`src/logic/ship_switch_map.svh`:
```
`ifndef SHIP_SWITCH_MAP_SVH
`define SHIP_SWITCH_MAP_SVH

// Clock rate in kHz, so a time in ms times this gives cycles.
`define SSW_CLOCK_KHZ 25000
// Printed times in milliseconds.
`define SSW_POWER_RESET_OFF_MS 350
`define SSW_SHIP_OFF_DELAY_MS 10000
`define SSW_EXIT_HOLD_LONG_MS 1000
`define SSW_EXIT_HOLD_SHORT_MS 15
`define SSW_RESET_HOLD_MS 10000
// Control field encodings and reset value.
`define SSW_MODE_IDLE 2'h0
`define SSW_MODE_SHUTDOWN 2'h1
`define SSW_MODE_SHIP 2'h2
`define SSW_MODE_POWER_RESET 2'h3
`define SSW_CONTROL_RESET 2'h0
// Width of the shared timer and of the wake hold counter.
`define SSW_TIMER_W 28

`endif

```
`src/logic/ship_switch_pkg.sv`:
```
`default_nettype none

package ship_switch_pkg;
    // Gray codes along idle -> delay -> ship -> shutdown -> power reset.
    typedef enum logic [2:0] {
        ST_IDLE = 3'h0,
        ST_DELAY = 3'h1,
        ST_SHIP = 3'h3,
        ST_SHUTDOWN = 3'h2,
        ST_POWER_RESET = 3'h6
    } ssw_state_t;

    // Drive bundle for the power path outputs.
    typedef struct packed {
        logic external_ship_switch;
        logic internal_battery_switch;
        logic host_interface_enable;
        logic slow_clock;
        logic input_high_impedance;
        logic sys_sink_enable;
    } power_drive_t;
endpackage

`default_nettype wire

```
`src/logic/ship_switch_mode_controller.sv`:
```
`timescale 1ns/100ps
`default_nettype none
`include "ship_switch_map.svh"

// Summary of operation
// - Field resets to 00: switch on, host on.
// - Idle: battery switch follows charging state.
// - Field 01: switch off, host off, shutdown.
// - Shutdown write with bus high reverts to 00.
// - Leaving shutdown restores field to 00.
// - Field 10: both switches off, slow clock.
// - Ship write with bus high reverts to 00.
// - Ship exits: adapter, 00, defaults, wake hold.
// - Ship exit reconnects battery, field back 00.
// - Field 11: switch off 350ms, then 00.
// - Wake held low 10s in idle starts power reset.
// - Power reset: high impedance if bus, sink.
// - Leaving 00 turns off now or after 10s.
module ship_switch_mode_controller
    import ship_switch_pkg::*;
#(
    parameter int unsigned POWER_RESET_CYCLES = `SSW_POWER_RESET_OFF_MS * `SSW_CLOCK_KHZ,
    parameter int unsigned OFF_DELAY_CYCLES = `SSW_SHIP_OFF_DELAY_MS * `SSW_CLOCK_KHZ,
    parameter int unsigned EXIT_LONG_CYCLES = `SSW_EXIT_HOLD_LONG_MS * `SSW_CLOCK_KHZ,
    parameter int unsigned EXIT_SHORT_CYCLES = `SSW_EXIT_HOLD_SHORT_MS * `SSW_CLOCK_KHZ,
    parameter int unsigned RESET_HOLD_CYCLES = `SSW_RESET_HOLD_MS * `SSW_CLOCK_KHZ
) (
    input wire logic clock,
    input wire logic resetn,
    input wire logic control_write,
    input wire logic [1:0] control_write_data,
    input wire logic defaults_restore,
    input wire logic ship_off_delay_select,
    input wire logic wake_hold_time_select,
    input wire logic charge_battery_on,
    input wire logic bus_supply_high,
    input wire logic wake_button_n,
    output logic [1:0] ship_switch_control,
    output logic external_ship_switch,
    output logic internal_battery_switch,
    output logic host_interface_enable,
    output logic slow_clock,
    output logic input_high_impedance,
    output logic sys_sink_enable
);

    localparam int TW = `SSW_TIMER_W;
    localparam logic [TW-1:0] RESET_LAST = TW'(POWER_RESET_CYCLES - 1);
    localparam logic [TW-1:0] DELAY_LAST = TW'(OFF_DELAY_CYCLES - 1);
    localparam logic [TW-1:0] LONG_LAST = TW'(EXIT_LONG_CYCLES - 1);
    localparam logic [TW-1:0] SHORT_LAST = TW'(EXIT_SHORT_CYCLES - 1);
    localparam logic [TW-1:0] HOLD_LAST = TW'(RESET_HOLD_CYCLES - 1);

    ssw_state_t state;
    logic [1:0] field;
    logic [TW-1:0] timer;
    logic [TW-1:0] wake_count;
    logic [1:0] wake_sync;
    logic [1:0] bus_sync;
    power_drive_t drive;
    logic wake_low;
    logic bus_high;
    logic exit_hold_done;
    logic reset_hold_done;
    logic leaving_idle;

    ////////////////////////////////////////////////////////////////////////////////
    // Pin synchronisers; only the second stage is read by logic.
    always_ff @(posedge clock) begin
        if (!resetn) begin
            wake_sync <= 2'h3;
            bus_sync <= 2'h0;
        end else begin
            wake_sync <= {wake_sync[0], wake_button_n};
            bus_sync <= {bus_sync[0], bus_supply_high};
        end
    end

    assign wake_low = !wake_sync[1];
    assign bus_high = bus_sync[1];

    ////////////////////////////////////////////////////////////////////////////////
    // Wake hold counter saturates so a held button fires each event only once.
    always_ff @(posedge clock) begin
        if (!resetn || !wake_low) begin
            wake_count <= {TW{1'b0}};
        end else if (wake_count != HOLD_LAST) begin
            wake_count <= wake_count + TW'(1);
        end
    end

    assign exit_hold_done = wake_low && (wake_count == (wake_hold_time_select ? LONG_LAST
                                                                             : SHORT_LAST));
    assign reset_hold_done = wake_low && (wake_count == HOLD_LAST - TW'(1));
    assign leaving_idle = control_write && control_write_data != `SSW_MODE_IDLE;

    ////////////////////////////////////////////////////////////////////////////////
    // Mode sequencer and control field. The host interface is off in shutdown,
    // so writes are ignored there and only an adapter brings the device back.
    always_ff @(posedge clock) begin
        if (!resetn) begin
            state <= ST_IDLE;
            field <= `SSW_CONTROL_RESET;
            timer <= {TW{1'b0}};
        end else begin
            timer <= timer + TW'(1);
            case (state)
                ST_IDLE: begin
                    timer <= {TW{1'b0}};
                    if (reset_hold_done) begin
                        state <= ST_POWER_RESET;
                        field <= `SSW_MODE_POWER_RESET;
                    end else if (leaving_idle) begin
                        if (bus_high && control_write_data != `SSW_MODE_POWER_RESET) begin
                            field <= `SSW_MODE_IDLE;
                        end else begin
                            field <= control_write_data;
                            if (ship_off_delay_select) begin
                                state <= ST_DELAY;
                            end else if (control_write_data == `SSW_MODE_SHUTDOWN) begin
                                state <= ST_SHUTDOWN;
                            end else if (control_write_data == `SSW_MODE_SHIP) begin
                                state <= ST_SHIP;
                            end else begin
                                state <= ST_POWER_RESET;
                            end
                        end
                    end
                end
                ST_DELAY: begin
                    // A cancel, or an adapter unless a power reset is pending, drops back to idle during the wait.
                    if (defaults_restore || (control_write && control_write_data == 2'h0)
                        || (bus_high && field != `SSW_MODE_POWER_RESET)) begin
                        state <= ST_IDLE;
                        field <= `SSW_MODE_IDLE;
                    end else if (timer == DELAY_LAST) begin
                        timer <= {TW{1'b0}};
                        if (field == `SSW_MODE_SHUTDOWN) begin
                            state <= ST_SHUTDOWN;
                        end else if (field == `SSW_MODE_SHIP) begin
                            state <= ST_SHIP;
                        end else begin
                            state <= ST_POWER_RESET;
                        end
                    end
                end
                ST_SHUTDOWN: begin
                    if (bus_high) begin
                        state <= ST_IDLE;
                        field <= `SSW_MODE_IDLE;
                    end
                end
                ST_SHIP: begin
                    if (bus_high || defaults_restore || exit_hold_done
                        || (control_write && control_write_data == `SSW_MODE_IDLE)) begin
                        state <= ST_IDLE;
                        field <= `SSW_MODE_IDLE;
                    end
                end
                ST_POWER_RESET: begin
                    if (timer == RESET_LAST) begin
                        state <= ST_IDLE;
                        field <= `SSW_MODE_IDLE;
                    end
                end
                default: begin
                    state <= ST_IDLE;
                    field <= `SSW_CONTROL_RESET;
                end
            endcase
        end
    end

    ////////////////////////////////////////////////////////////////////////////////
    // Output drive registered from the state, one cycle behind it.
    always_ff @(posedge clock) begin
        if (!resetn) begin
            drive <= '{1'b1, 1'b1, 1'b1, 1'b0, 1'b0, 1'b0};
        end else begin
            drive.external_ship_switch <= state == ST_IDLE || state == ST_DELAY;
            drive.host_interface_enable <= state != ST_SHUTDOWN;
            drive.slow_clock <= state == ST_SHIP;
            drive.input_high_impedance <= state == ST_POWER_RESET && bus_high;
            drive.sys_sink_enable <= state == ST_POWER_RESET;
            // The battery switch is frozen during a power reset.
            if (state == ST_IDLE || state == ST_DELAY) begin
                drive.internal_battery_switch <= charge_battery_on;
            end else if (state != ST_POWER_RESET) begin
                drive.internal_battery_switch <= 1'b0;
            end
        end
    end

    assign ship_switch_control = field;
    assign external_ship_switch = drive.external_ship_switch;
    assign internal_battery_switch = drive.internal_battery_switch;
    assign host_interface_enable = drive.host_interface_enable;
    assign slow_clock = drive.slow_clock;
    assign input_high_impedance = drive.input_high_impedance;
    assign sys_sink_enable = drive.sys_sink_enable;
endmodule
`default_nettype wire

```
`config.mk`:
```
export PLATFORM = sky130hd
export DESIGN_NAME = ship_switch_mode_controller
export DESIGN_NICKNAME = d
export VERILOG_FILES = /design/src/logic/ship_switch_pkg.sv /design/src/logic/ship_switch_mode_controller.sv
export VERILOG_INCLUDE_DIRS = /design/src /design/src/logic
export SDC_FILE = /design/constraint.sdc
export NUM_CORES = 1
export LEC_CHECK = 0
export BUFFER_PORTS_ARGS = -buffer_cell sky130_fd_sc_hd__buf_2
export CAP_MARGIN = 40
export CORE_MARGIN = 1
export CORE_UTILIZATION = 60
export DETAILED_ROUTE_END_ITERATION = 8
export PLACE_DENSITY = 0.79
export RECOVER_POWER = 25
export SLEW_MARGIN = 15
export SYNTH_ARGS = -nofsm -noshare
export SYNTH_HDL_FRONTEND = slang
export SYNTH_SLANG_ARGS = --single-unit
```
`constraint.sdc`:
```
create_clock -name clock -period 2.9 [get_ports clock]
set_clock_uncertainty 0.1 [all_clocks]
set_input_delay 0.58 -clock clock [delete_from_list [all_inputs] [get_ports clock]]
set_output_delay 0.58 -clock clock [all_outputs]
set_load 0.1 [all_outputs]
```
# Word-level counts from Yosys, hierarchy flattened
# Index checks and enable logic that the tools add are counted.
[word_totals]
inputBits = 11
register_bits = 71
wordCells = 88
[op_classes]
addsub = 2
reduce_logical = 22
mux = 28
eq_ne = 24
[ops]
columns = ["operator", "n"]
rows = [
  ["28-bit by 1-bit adder with 28-bit output, second input constant", 2],
  ["28-bit == test, second input constant", 2],
  ["28-bit two-way mux", 2],
  ["28-bit case mux with 2 select lines", 1],
  ["3-bit two-way mux", 13],
  ["28-bit by 24-bit == test with 1-bit output, second input constant", 1],
  ["28-bit by 25-bit == test with 1-bit output", 1],
  ["28-bit inequality test, second input constant", 1],
  ["25-bit two-way mux", 1],
  ["3-bit case mux with 5 select lines", 1],
  ["2-bit two-way mux", 7],
  ["2-bit inequality test, second input constant", 6],
  ["3-bit inequality test, second input constant", 4],
  ["2-bit case mux with 5 select lines", 1],
  ["1-bit logical AND", 7],
  ["1-bit logical OR", 7],
  ["3-bit by 2-bit == test with 1-bit output, second input constant", 2],
  ["6-bit AND reduction", 1],
  ["5-bit AND reduction", 1],
  ["2-bit by 1-bit == test with 1-bit output, second input constant", 2],
  ["2-bit == test, second input constant", 2],
  ["2-bit nonzero test", 2],
  ["3-bit by 1-bit == test with 1-bit output, second input constant", 1],
  ["3-bit == test, second input constant", 1],
  ["5 further kinds", 7],
]

# Longest topological paths before layout
# Gate-level depths: netlist of run 1.
[logic_depth]
depth_word = 8
ltp_mapped = 8
mapped_depth_nobuf = 8

# Worst setup path before layout of run 1
# Ideal clock, no wire load.
[synth_timing]
path_kind = "input -> register"
from = "input port wake_hold_time_select"
to = "register field[1] (netlist: ship_switch_control[1])"
required_ps = 2728
path_slack_ps = 357
t_arrival_ps = 2371
n_path_buf = 0
cell_stages = 6
setup_time_ps = 72
cell_sequence = "or4bb_1 or4_4 a2111oi_4 o22ai_2 nor3_4 mux2i_1"
[synth_via]
elab_chain_len = 7
[synth_rtl]
columns = ["item", "line", "source"]
rows = [
  ["start, declared", "ship_switch_mode_controller.sv:34", "input wire logic wake_hold_time_select,"],
  ["25-bit two-way mux", "ship_switch_mode_controller.sv:92", "assign exit_hold_done = wake_low && (wake_count == (wake_hold_time_select ? LONG_LAST"],
  ["28-bit by 25-bit == test with 1-bit output", "ship_switch_mode_controller.sv:92", ""],
  ["1-bit logical AND", "ship_switch_mode_controller.sv:92", ""],
  ["1-bit logical OR (2 in series)", "ship_switch_mode_controller.sv:154", "if (bus_high || defaults_restore || exit_hold_done"],
  ["2-bit inequality test (no line)", "--", ""],
  ["5-bit AND reduction (no line)", "--", ""],
  ["end signal, assigned", "ship_switch_mode_controller.sv:150", "field <= `SSW_MODE_IDLE;"],
  ["end signal, assigned", "ship_switch_mode_controller.sv:157", "field <= `SSW_MODE_IDLE;"],
  ["end signal, assigned", "ship_switch_mode_controller.sv:163", "field <= `SSW_MODE_IDLE;"],
  ["end, declared", "ship_switch_mode_controller.sv:55", "logic [1:0] field;"],
]
# Every way passes these cells.
# A chain may end at the register's enable or synchronous reset.

# Final worst setup path of run 1
[layout_timing]
from = "register wake_count[20]"
to = "register field[0] (netlist: ship_switch_control[0])"
[layout_via]
elab_chain_len = 6
[layout_rtl]
columns = ["item", "line", "source"]
rows = [
  ["start, declared", "ship_switch_mode_controller.sv:57", "logic [TW-1:0] wake_count;"],
  ["start signal, assigned", "ship_switch_mode_controller.sv:86", "wake_count <= {TW{1'b0}};"],
  ["start signal, assigned", "ship_switch_mode_controller.sv:88", "wake_count <= wake_count + TW'(1);"],
  ["28-bit by 25-bit == test with 1-bit output", "ship_switch_mode_controller.sv:92", ""],
  ["1-bit logical AND", "ship_switch_mode_controller.sv:92", ""],
  ["1-bit logical OR (2 in series)", "ship_switch_mode_controller.sv:154", ""],
  ["2-bit inequality test (no line)", "--", ""],
  ["5-bit AND reduction (no line)", "--", ""],
]
# Parallel ways exist; a longest one is shown, timed or not.

==> impl_results.md, run 1 <==
* Crit Path Class: reg2reg
* Sequential element share of the synthesized area at about two fifths
* Critical Path End: ship_switch_control[0]
* Worst setup EP type: flop
* Critical R2R Launch: wake_count[20]
* CTS clk-pin slew, worst paths at approximately 0.080 ns
* Initial DRC count at 180
* Largest net degree at the start of global routing at 28
* Max-cap violations at 0
* Fillers at ~470
* Fin. Hold Viols at 0
* Main synth FF type: dfxtp_1
* Postcts setup bufs at 0
* Crit path DAT at 2.72 ns
* Io pins at 19
* Worst setup startpoint: wake_count[20]
* Port bufs at 18
* Setup violators final at 0
* Slew HR at around 23%
* H-tree Lvls at 3
* Area grow syn2layout at 10.6%
* Pwr Density at approximately 640 nW/um^2
* RSZ-0062 raised after global routing: false
* Routed vias at 2940
* Area contributors post-synth: dfxtp_1 41%, nor2_1 7.7%, xor2_1 7.6%
* Post-DP HPWL at slightly below 5000 microns
* Avg Vias per Cell at ~5.8
* Ant diodes at 0
* Gpl congestion at 0.954
* Total Power at 0.00246 W
* Syn Area/Cell at around 8.6 sq um
* CP startpoint kind: flop
* Setup ws final at approximately 0.35 ns
* Hold slack final at between 0.3 and 0.4 ns
* Commonest cells in the synthesized netlist: 71 x dfxtp_1, 71 x nor2_1, 32 x nand2_1
* Crit-path max cell delay at 0.56 ns
* Total grt overflow at 0
* Post-synthesis cell count at approximately 400
* Sequential share of power at around 44%
* Status: finished, final reports clean
* Clk buf depth at 2
* All-Layer GR Usage at about 26%
* Slew Viols, Final at 0
* Nets@finish at around 450
* Pre-CTS setup slack at roughly 0.12 ns
* Worst vdd ir at roughly 0.64 mV
* Core area at 5540 sq um
* Asr flop ratio synth at 0%
* Clock latency on the worst-skew pair at between 0.3 and 0.4 ns
* Minimum clock period at roughly 2.5 ns
* Residual DRC at 0
* Flops & latches, synth at 71
* Peak Freq at approximately 400 MHz
* Net Sw Frac at between 30 and 40%
* Layout cell share with drive strength beyond 1 at 10.4%
* FF-to-FF End: ship_switch_control[0]
* Sw Pwr at 0.000799 W
* Synth area leader: dfxtp_1
* Remaining antenna violation count at 0
* Clock sinks at 71
* Post-synth EDFFs at 0
* Critical path, cell by cell: or4b_4 -> or4_4 -> a2111oi_4 -> o22ai_2 -> nor3_4 -> mux2i_1
* CP Max Fanout at 4
* Final period utilization at between 80% and 90%
* Routed WL per cell at 14.1 microns
* Die Y at approximately 80 microns
* Clock power frac at around a third
* First-pass GRT wire length at roughly 12000 microns
* Comb pwr share at 21.3%
* Post-synthesis cell area at approximately 3500 sq um
* Synth cell types at 51
* Worst min-delay path category: reg2reg
* Syn Nets at 423
* Cts bufs inserted at 9
* Root buf cell: clkbuf_8
* First-pass iteration count of the detailed router at 5
* Final wirelength at approximately 7100 microns
* Worst Tran Pin Value at about 1.2 ns
* Die ar. at 6090 sq um
* CTS tree: done
* Initial core utilization at 62.7%
* Chip width at 78.1 microns
* Internal power at 0.00166 W
* Post-synth top area share at around 41%
* Site row count at 27
* Ys Warns at 0
* # hold bufs at CTS at 0
* Flop-to-flop setup slack at between 0.3 and 0.4 ns
* R2R depth at 6
* Setup TNS at 0 ns
* Initial antenna violation count at 0
* Req. time, crit path at 3.08 ns
* CTS resizes at 0
* Slowest cell on the critical path: or4b_4
* Vias in the first global route at about 2700
* P_leak at approximately 1.3 nW
logic make-up (layout without fill, tap and decap cells):
| kind of cell | count (synthesis) | after routing | share of synthesized area [%] |
|---|---|---|---|
| muxes | 4 | 4 | 1.15 |
| and+or+nand+nor | 226 | 226 | 34.8 |
| DFF | 71 | 71 | 40.9 |
| buffers and inverters | 22 | 50 | 2.96 |
| adders and majority gates | 8 | 8 | 2.88 |
| xor gates and xnor gates | 48 | 48 | 12.1 |
| AOI/OAI and AO/OA | 25 | 25 | 5.15 |
flip-flops by register name, indices dropped and copies added, names as in the netlist:
signal and flops:
timer 28, wake_count 28, state 3, bus_sync 2
ship_switch_control 2, wake_sync 2, external_ship_switch 1, host_interface_enable 1
input_high_impedance 1, internal_battery_switch 1, slow_clock 1, sys_sink_enable 1
layout make-up:
type,instances,area [sq um],area share [%]
Timing Repair Buffer,25,134,3.49
Clock buffer,9,124,3.22
Clock inverter,6,86.3,2.25
Sequential cell,71,1420,37.0
Tap cell,72,90.1,2.35
Multi-Input combinational cell,311,1950,50.7
Inverter,10,37.5,0.977
stage by stage:
step           util [%]  area (sq um)  cells
2_1_floorplan         -          3470    404
3_3_place_gp       65.7          3640    489
3_5_place_dp       65.7          3640    489
4_1_cts            69.5          3850    504
5_1_grt            69.3          3840    504
6_report           69.3          3840    504
cell usage in the layout, fill, tap and decap left out, types with 2 or more instances in the layout:
master / Yosys / routed
buf_4: 1 / 6
and2_1: 3 / 3
and3_1: 9 / 9
clkbuf_1: 7 / 5
o21ai_0: 9 / 9
nor3b_1: 3 / 3
nand3_1: 29 / 29
and4_1: 3 / 3
clkinv_2: 0 / 2
bufinv_16: 0 / 2
nor4_1: 6 / 6
or4bb_1: 2 / 2
nor2b_1: 2 / 2
inv_1: 10 / 10
a211oi_1: 2 / 2
and4b_1: 2 / 2
ha_1: 8 / 8
nor3_1: 11 / 11
or3_1: 6 / 6
nor4b_1: 5 / 5
nand4b_1: 4 / 4
clkbuf_8: 0 / 9
nand3b_1: 2 / 2
nor2_1: 71 / 71
nand4_1: 17 / 17
dfxtp_1: 71 / 71
nand2_1: 32 / 32
buf_2: 1 / 14
nand2b_1: 5 / 5
a21oi_1: 6 / 6
nand4bb_1: 2 / 2
xor2_1: 30 / 30
xnor2_1: 18 / 18
mux2i_1: 4 / 4
nor4bb_1: 2 / 2
and3_2: 2 / 2
how the worst min path moves through the flow:
stage	from	endpoint	slack, ns	depth (start not counted)
3_3_place_gp	wake_sync[0]	wake_sync[1]	0.30	1
4_1_cts	wake_sync[0]	wake_sync[1]	0.31	1
6_report	wake_sync[0]	wake_sync[1]	0.31	1
3_5_place_dp	wake_sync[0]	wake_sync[1]	0.30	1
2_1_floorplan	wake_sync[0]	wake_sync[1]	0.29	1
5_1_grt	wake_button_n	wake_sync[0]	0.31	2
routing by layer:
metal / up-vias / wire length, microns / global-route usage, %
li1: 1449 / - / -
met1: 1398 / 3320 / 32.8
met2: 83 / 3350 / 41.9
met3: 10 / 324 / 7.79
met4: 0 / 112 / 7.22
met5: - / 0 / 0
critical path, delay by kind of cell, from the launching register on:
family	cells	cell delay (ns)
mux	1	0.20
flops	1	0.36
simple gates	3	1.33
compound gates	2	0.49
power by group through the flow:
stage	Clock [W]	Combinational, W	Sequential [W]
6_report	0.000851	0.000524	0.00108
4_1_cts	0.000859	0.000527	0.00108
3_5_place_dp	0	0.000526	0.00111
2_1_floorplan	0	0.000296	0.00124
3_3_place_gp	0	0.000521	0.00110
5_1_grt	0.000907	0.000569	0.00109
Note: power is estimated with default switching activity, not from simulation.
==> inputs of run 2 (changes only) <==
REMOVE_ABC_BUFFERS = 1   (was not set)
clock period = 2.73 ns   (was 2.9 ns; I/O delays follow)
==> run 2 against run 1 <==
  * Combinational power is 7.8% higher
  * Die area stayed put
  * Largest cell class unchanged
  * Maximum frequency is 0.35% higher
  * Design area is 0.59% higher
  * First-iteration DRC count is 0.56% higher
  * Cell count is 0.79% higher
==> impl_results.md, run 2 (synthesis results as in run 1) <==
* Status: finished, final reports clean (unchanged)
* Minimum clock period at 2.54 ns (was 2.55 ns)
* Total Power at 0.00259 W (was 0.00246 W)
* CTS clk-pin slew, worst paths at 0.07 ns (was 0.08 ns)
* Setup ws final at 0.191 ns (was 0.353 ns)
* Largest net degree at the start of global routing at 28 (unchanged)
* Clock sinks at 71 (unchanged)
* Final wirelength at 7000 microns (was 7110 microns)
* H-tree Lvls at 3 (unchanged)
* Setup violators final at 0 (unchanged)
* Slew Viols, Final at 0 (unchanged)
* Area grow syn2layout at 11.3% (was 10.6%)
* Slew HR at 23.2% (was 22.5%)
* Clock latency on the worst-skew pair at 0.34 ns (was 0.35 ns)
* Placed cells at 492 (was 489)
* # hold bufs at CTS at 0 (unchanged)
* Chip width at 78.1 microns (unchanged)
* Max-cap violations at 0 (unchanged)
* Routed vias at 2925 (was 2940)
* Most frequent cells in the layout: 71 x nor2_1, 71 x dfxtp_1, 32 x nand2_1 (unchanged)
* Hold slack final at 0.299 ns (was 0.311 ns)
* Fin. Hold Viols at 0 (unchanged)
* First-pass GRT wire length at 12000 microns (was 12400 microns)
* Nets@finish at 450 (was 447)
* First-pass iteration count of the detailed router at 5 (unchanged)
* Remaining antenna violation count at 0 (unchanged)
* R2R depth at 6 (unchanged)
* Postcts setup bufs at 0 (unchanged)
* Ant diodes at 0 (unchanged)
* CP Max Fanout at 4 (unchanged)
* Total grt overflow at 0 (unchanged)
* Site row count at 27 (unchanged)
* Port bufs at 18 (unchanged)
* Worst vdd ir at 0.517 mV (was 0.645 mV)
* Die ar. at 6090 sq um (unchanged)
* Req. time, crit path at 2.90 ns (was 3.08 ns)
* Clk buf depth at 2 (unchanged)
* Critical R2R Launch: wake_count[20] (unchanged)
* Post-DP HPWL at 5060 microns (was 4930 microns)
* Pwr Density at 671 nW/um^2 (was 640 nW/um^2)
* Initial DRC count at 181 (was 180)
* P_leak at 1.30 nW (was 1.29 nW)
* RSZ-0062 raised after global routing: false (unchanged)
* Fillers at 440 (was 469)
* Final Non-Filler Cells at 508 (was 504)
* All-Layer GR Usage at 24.9% (was 25.7%)
* Gpl congestion at 0.840 (was 0.954)
* Cts bufs inserted at 9 (unchanged)
* CP startpoint kind: flop (unchanged)
* Worst setup startpoint: wake_count[20] (unchanged)
* Layout cell share with drive strength beyond 1 at 10.8% (was 10.4%)
* CTS tree: done (unchanged)
* Initial core utilization at 62.7% (unchanged)
* Root buf cell: clkbuf_8 (unchanged)
* Die Y at 78.1 microns (unchanged)
* FF-to-FF End: ship_switch_control[1] (was ship_switch_control[0])
* CTS resizes at 0 (unchanged)
* Crit Path Class: reg2reg (unchanged)
* Routed WL per cell at 13.8 microns (was 14.1 microns)
* Worst Tran Pin Value at 1.16 ns (was 1.17 ns)
* Avg Vias per Cell at 5.76 (was 5.83)
* Residual DRC at 0 (unchanged)
* Vias in the first global route at 2744 (was 2722)
* Worst min-delay path category: in2reg (was reg2reg)
* Initial antenna violation count at 0 (unchanged)
* Peak Freq at 394 MHz (was 393 MHz)
* Worst setup EP type: flop (unchanged)
* Setup TNS at 0 ns (unchanged)
* Pre-CTS setup slack at -0.0643 ns (was 0.123 ns)
* Critical Path End: ship_switch_control[1] (was ship_switch_control[0])
* Crit path DAT at 2.70 ns (was 2.72 ns)
* Io pins at 19 (unchanged)
* Biggest registers after layout: timer (28), wake_count (28), state (3) (unchanged)
* Flop-to-flop setup slack at 0.19 ns (was 0.35 ns)
* Core area at 5540 sq um (unchanged)
* Final period utilization at 93.0% (was 87.8%)
-- run 2: worst min-delay path by stage --
| stage | startpoint | to | slack [ns] | cells past startpoint |
|---|---|---|---|---|
| 2_1_floorplan | wake_sync[0] | wake_sync[1] | 0.29 | 1 |
| 3_3_place_gp | bus_sync[0] | bus_sync[1] | 0.32 | 1 |
| 3_5_place_dp | wake_sync[0] | wake_sync[1] | 0.32 | 1 |
| 4_1_cts | wake_button_n | wake_sync[0] | 0.30 | 2 |
| 5_1_grt | wake_button_n | wake_sync[0] | 0.30 | 2 |
| 6_report | wake_button_n | wake_sync[0] | 0.30 | 2 |
-- run 2: area by class of cell --
cell class	instances	area [sq um]	share of cell area [%]
multi-input cells	311	1950	50.4
flip-flops and latches	71	1420	36.8
clock buffers	12	165	4.27
repair buffers	28	149	3.85
well taps	72	90.1	2.33
clock inverters	4	52.6	1.36
inverters	10	37.5	0.972
-- run 2: through the flow --
stage          util [%]  area (sq um)
2_1_floorplan         -          3410
3_3_place_gp       66.1          3660
3_5_place_dp       66.1          3660
4_1_cts            70.0          3880
5_1_grt            69.7          3860
6_report           69.7          3860
-- run 2: worst max-delay path, cell delays in order (launching register included) --
cell	delay (ns)
dfxtp_1	0.35
or4b_4	0.56
or4_4	0.54
a2111oi_4	0.34
o22ai_2	0.17
nor3_4	0.19
mux2i_1	0.21
-- run 2: metal layers --
layer  routed length, microns  vias up  share of wire [%]  GRT usage [%]
met5                        0        -                  0              0
met4                      155        0                2.2           9.07
met3                      353       22                5.0           6.40
met2                     3370       93                 48           44.5
met1                     3120     1347                 45           28.4
li1                         -     1463                  -              -
-- run 2: where the power goes --
part           switching (W)  internal [W]
clock               0.000384      0.000496
combinational       0.000398      0.000166
sequential         0.0000596       0.00109
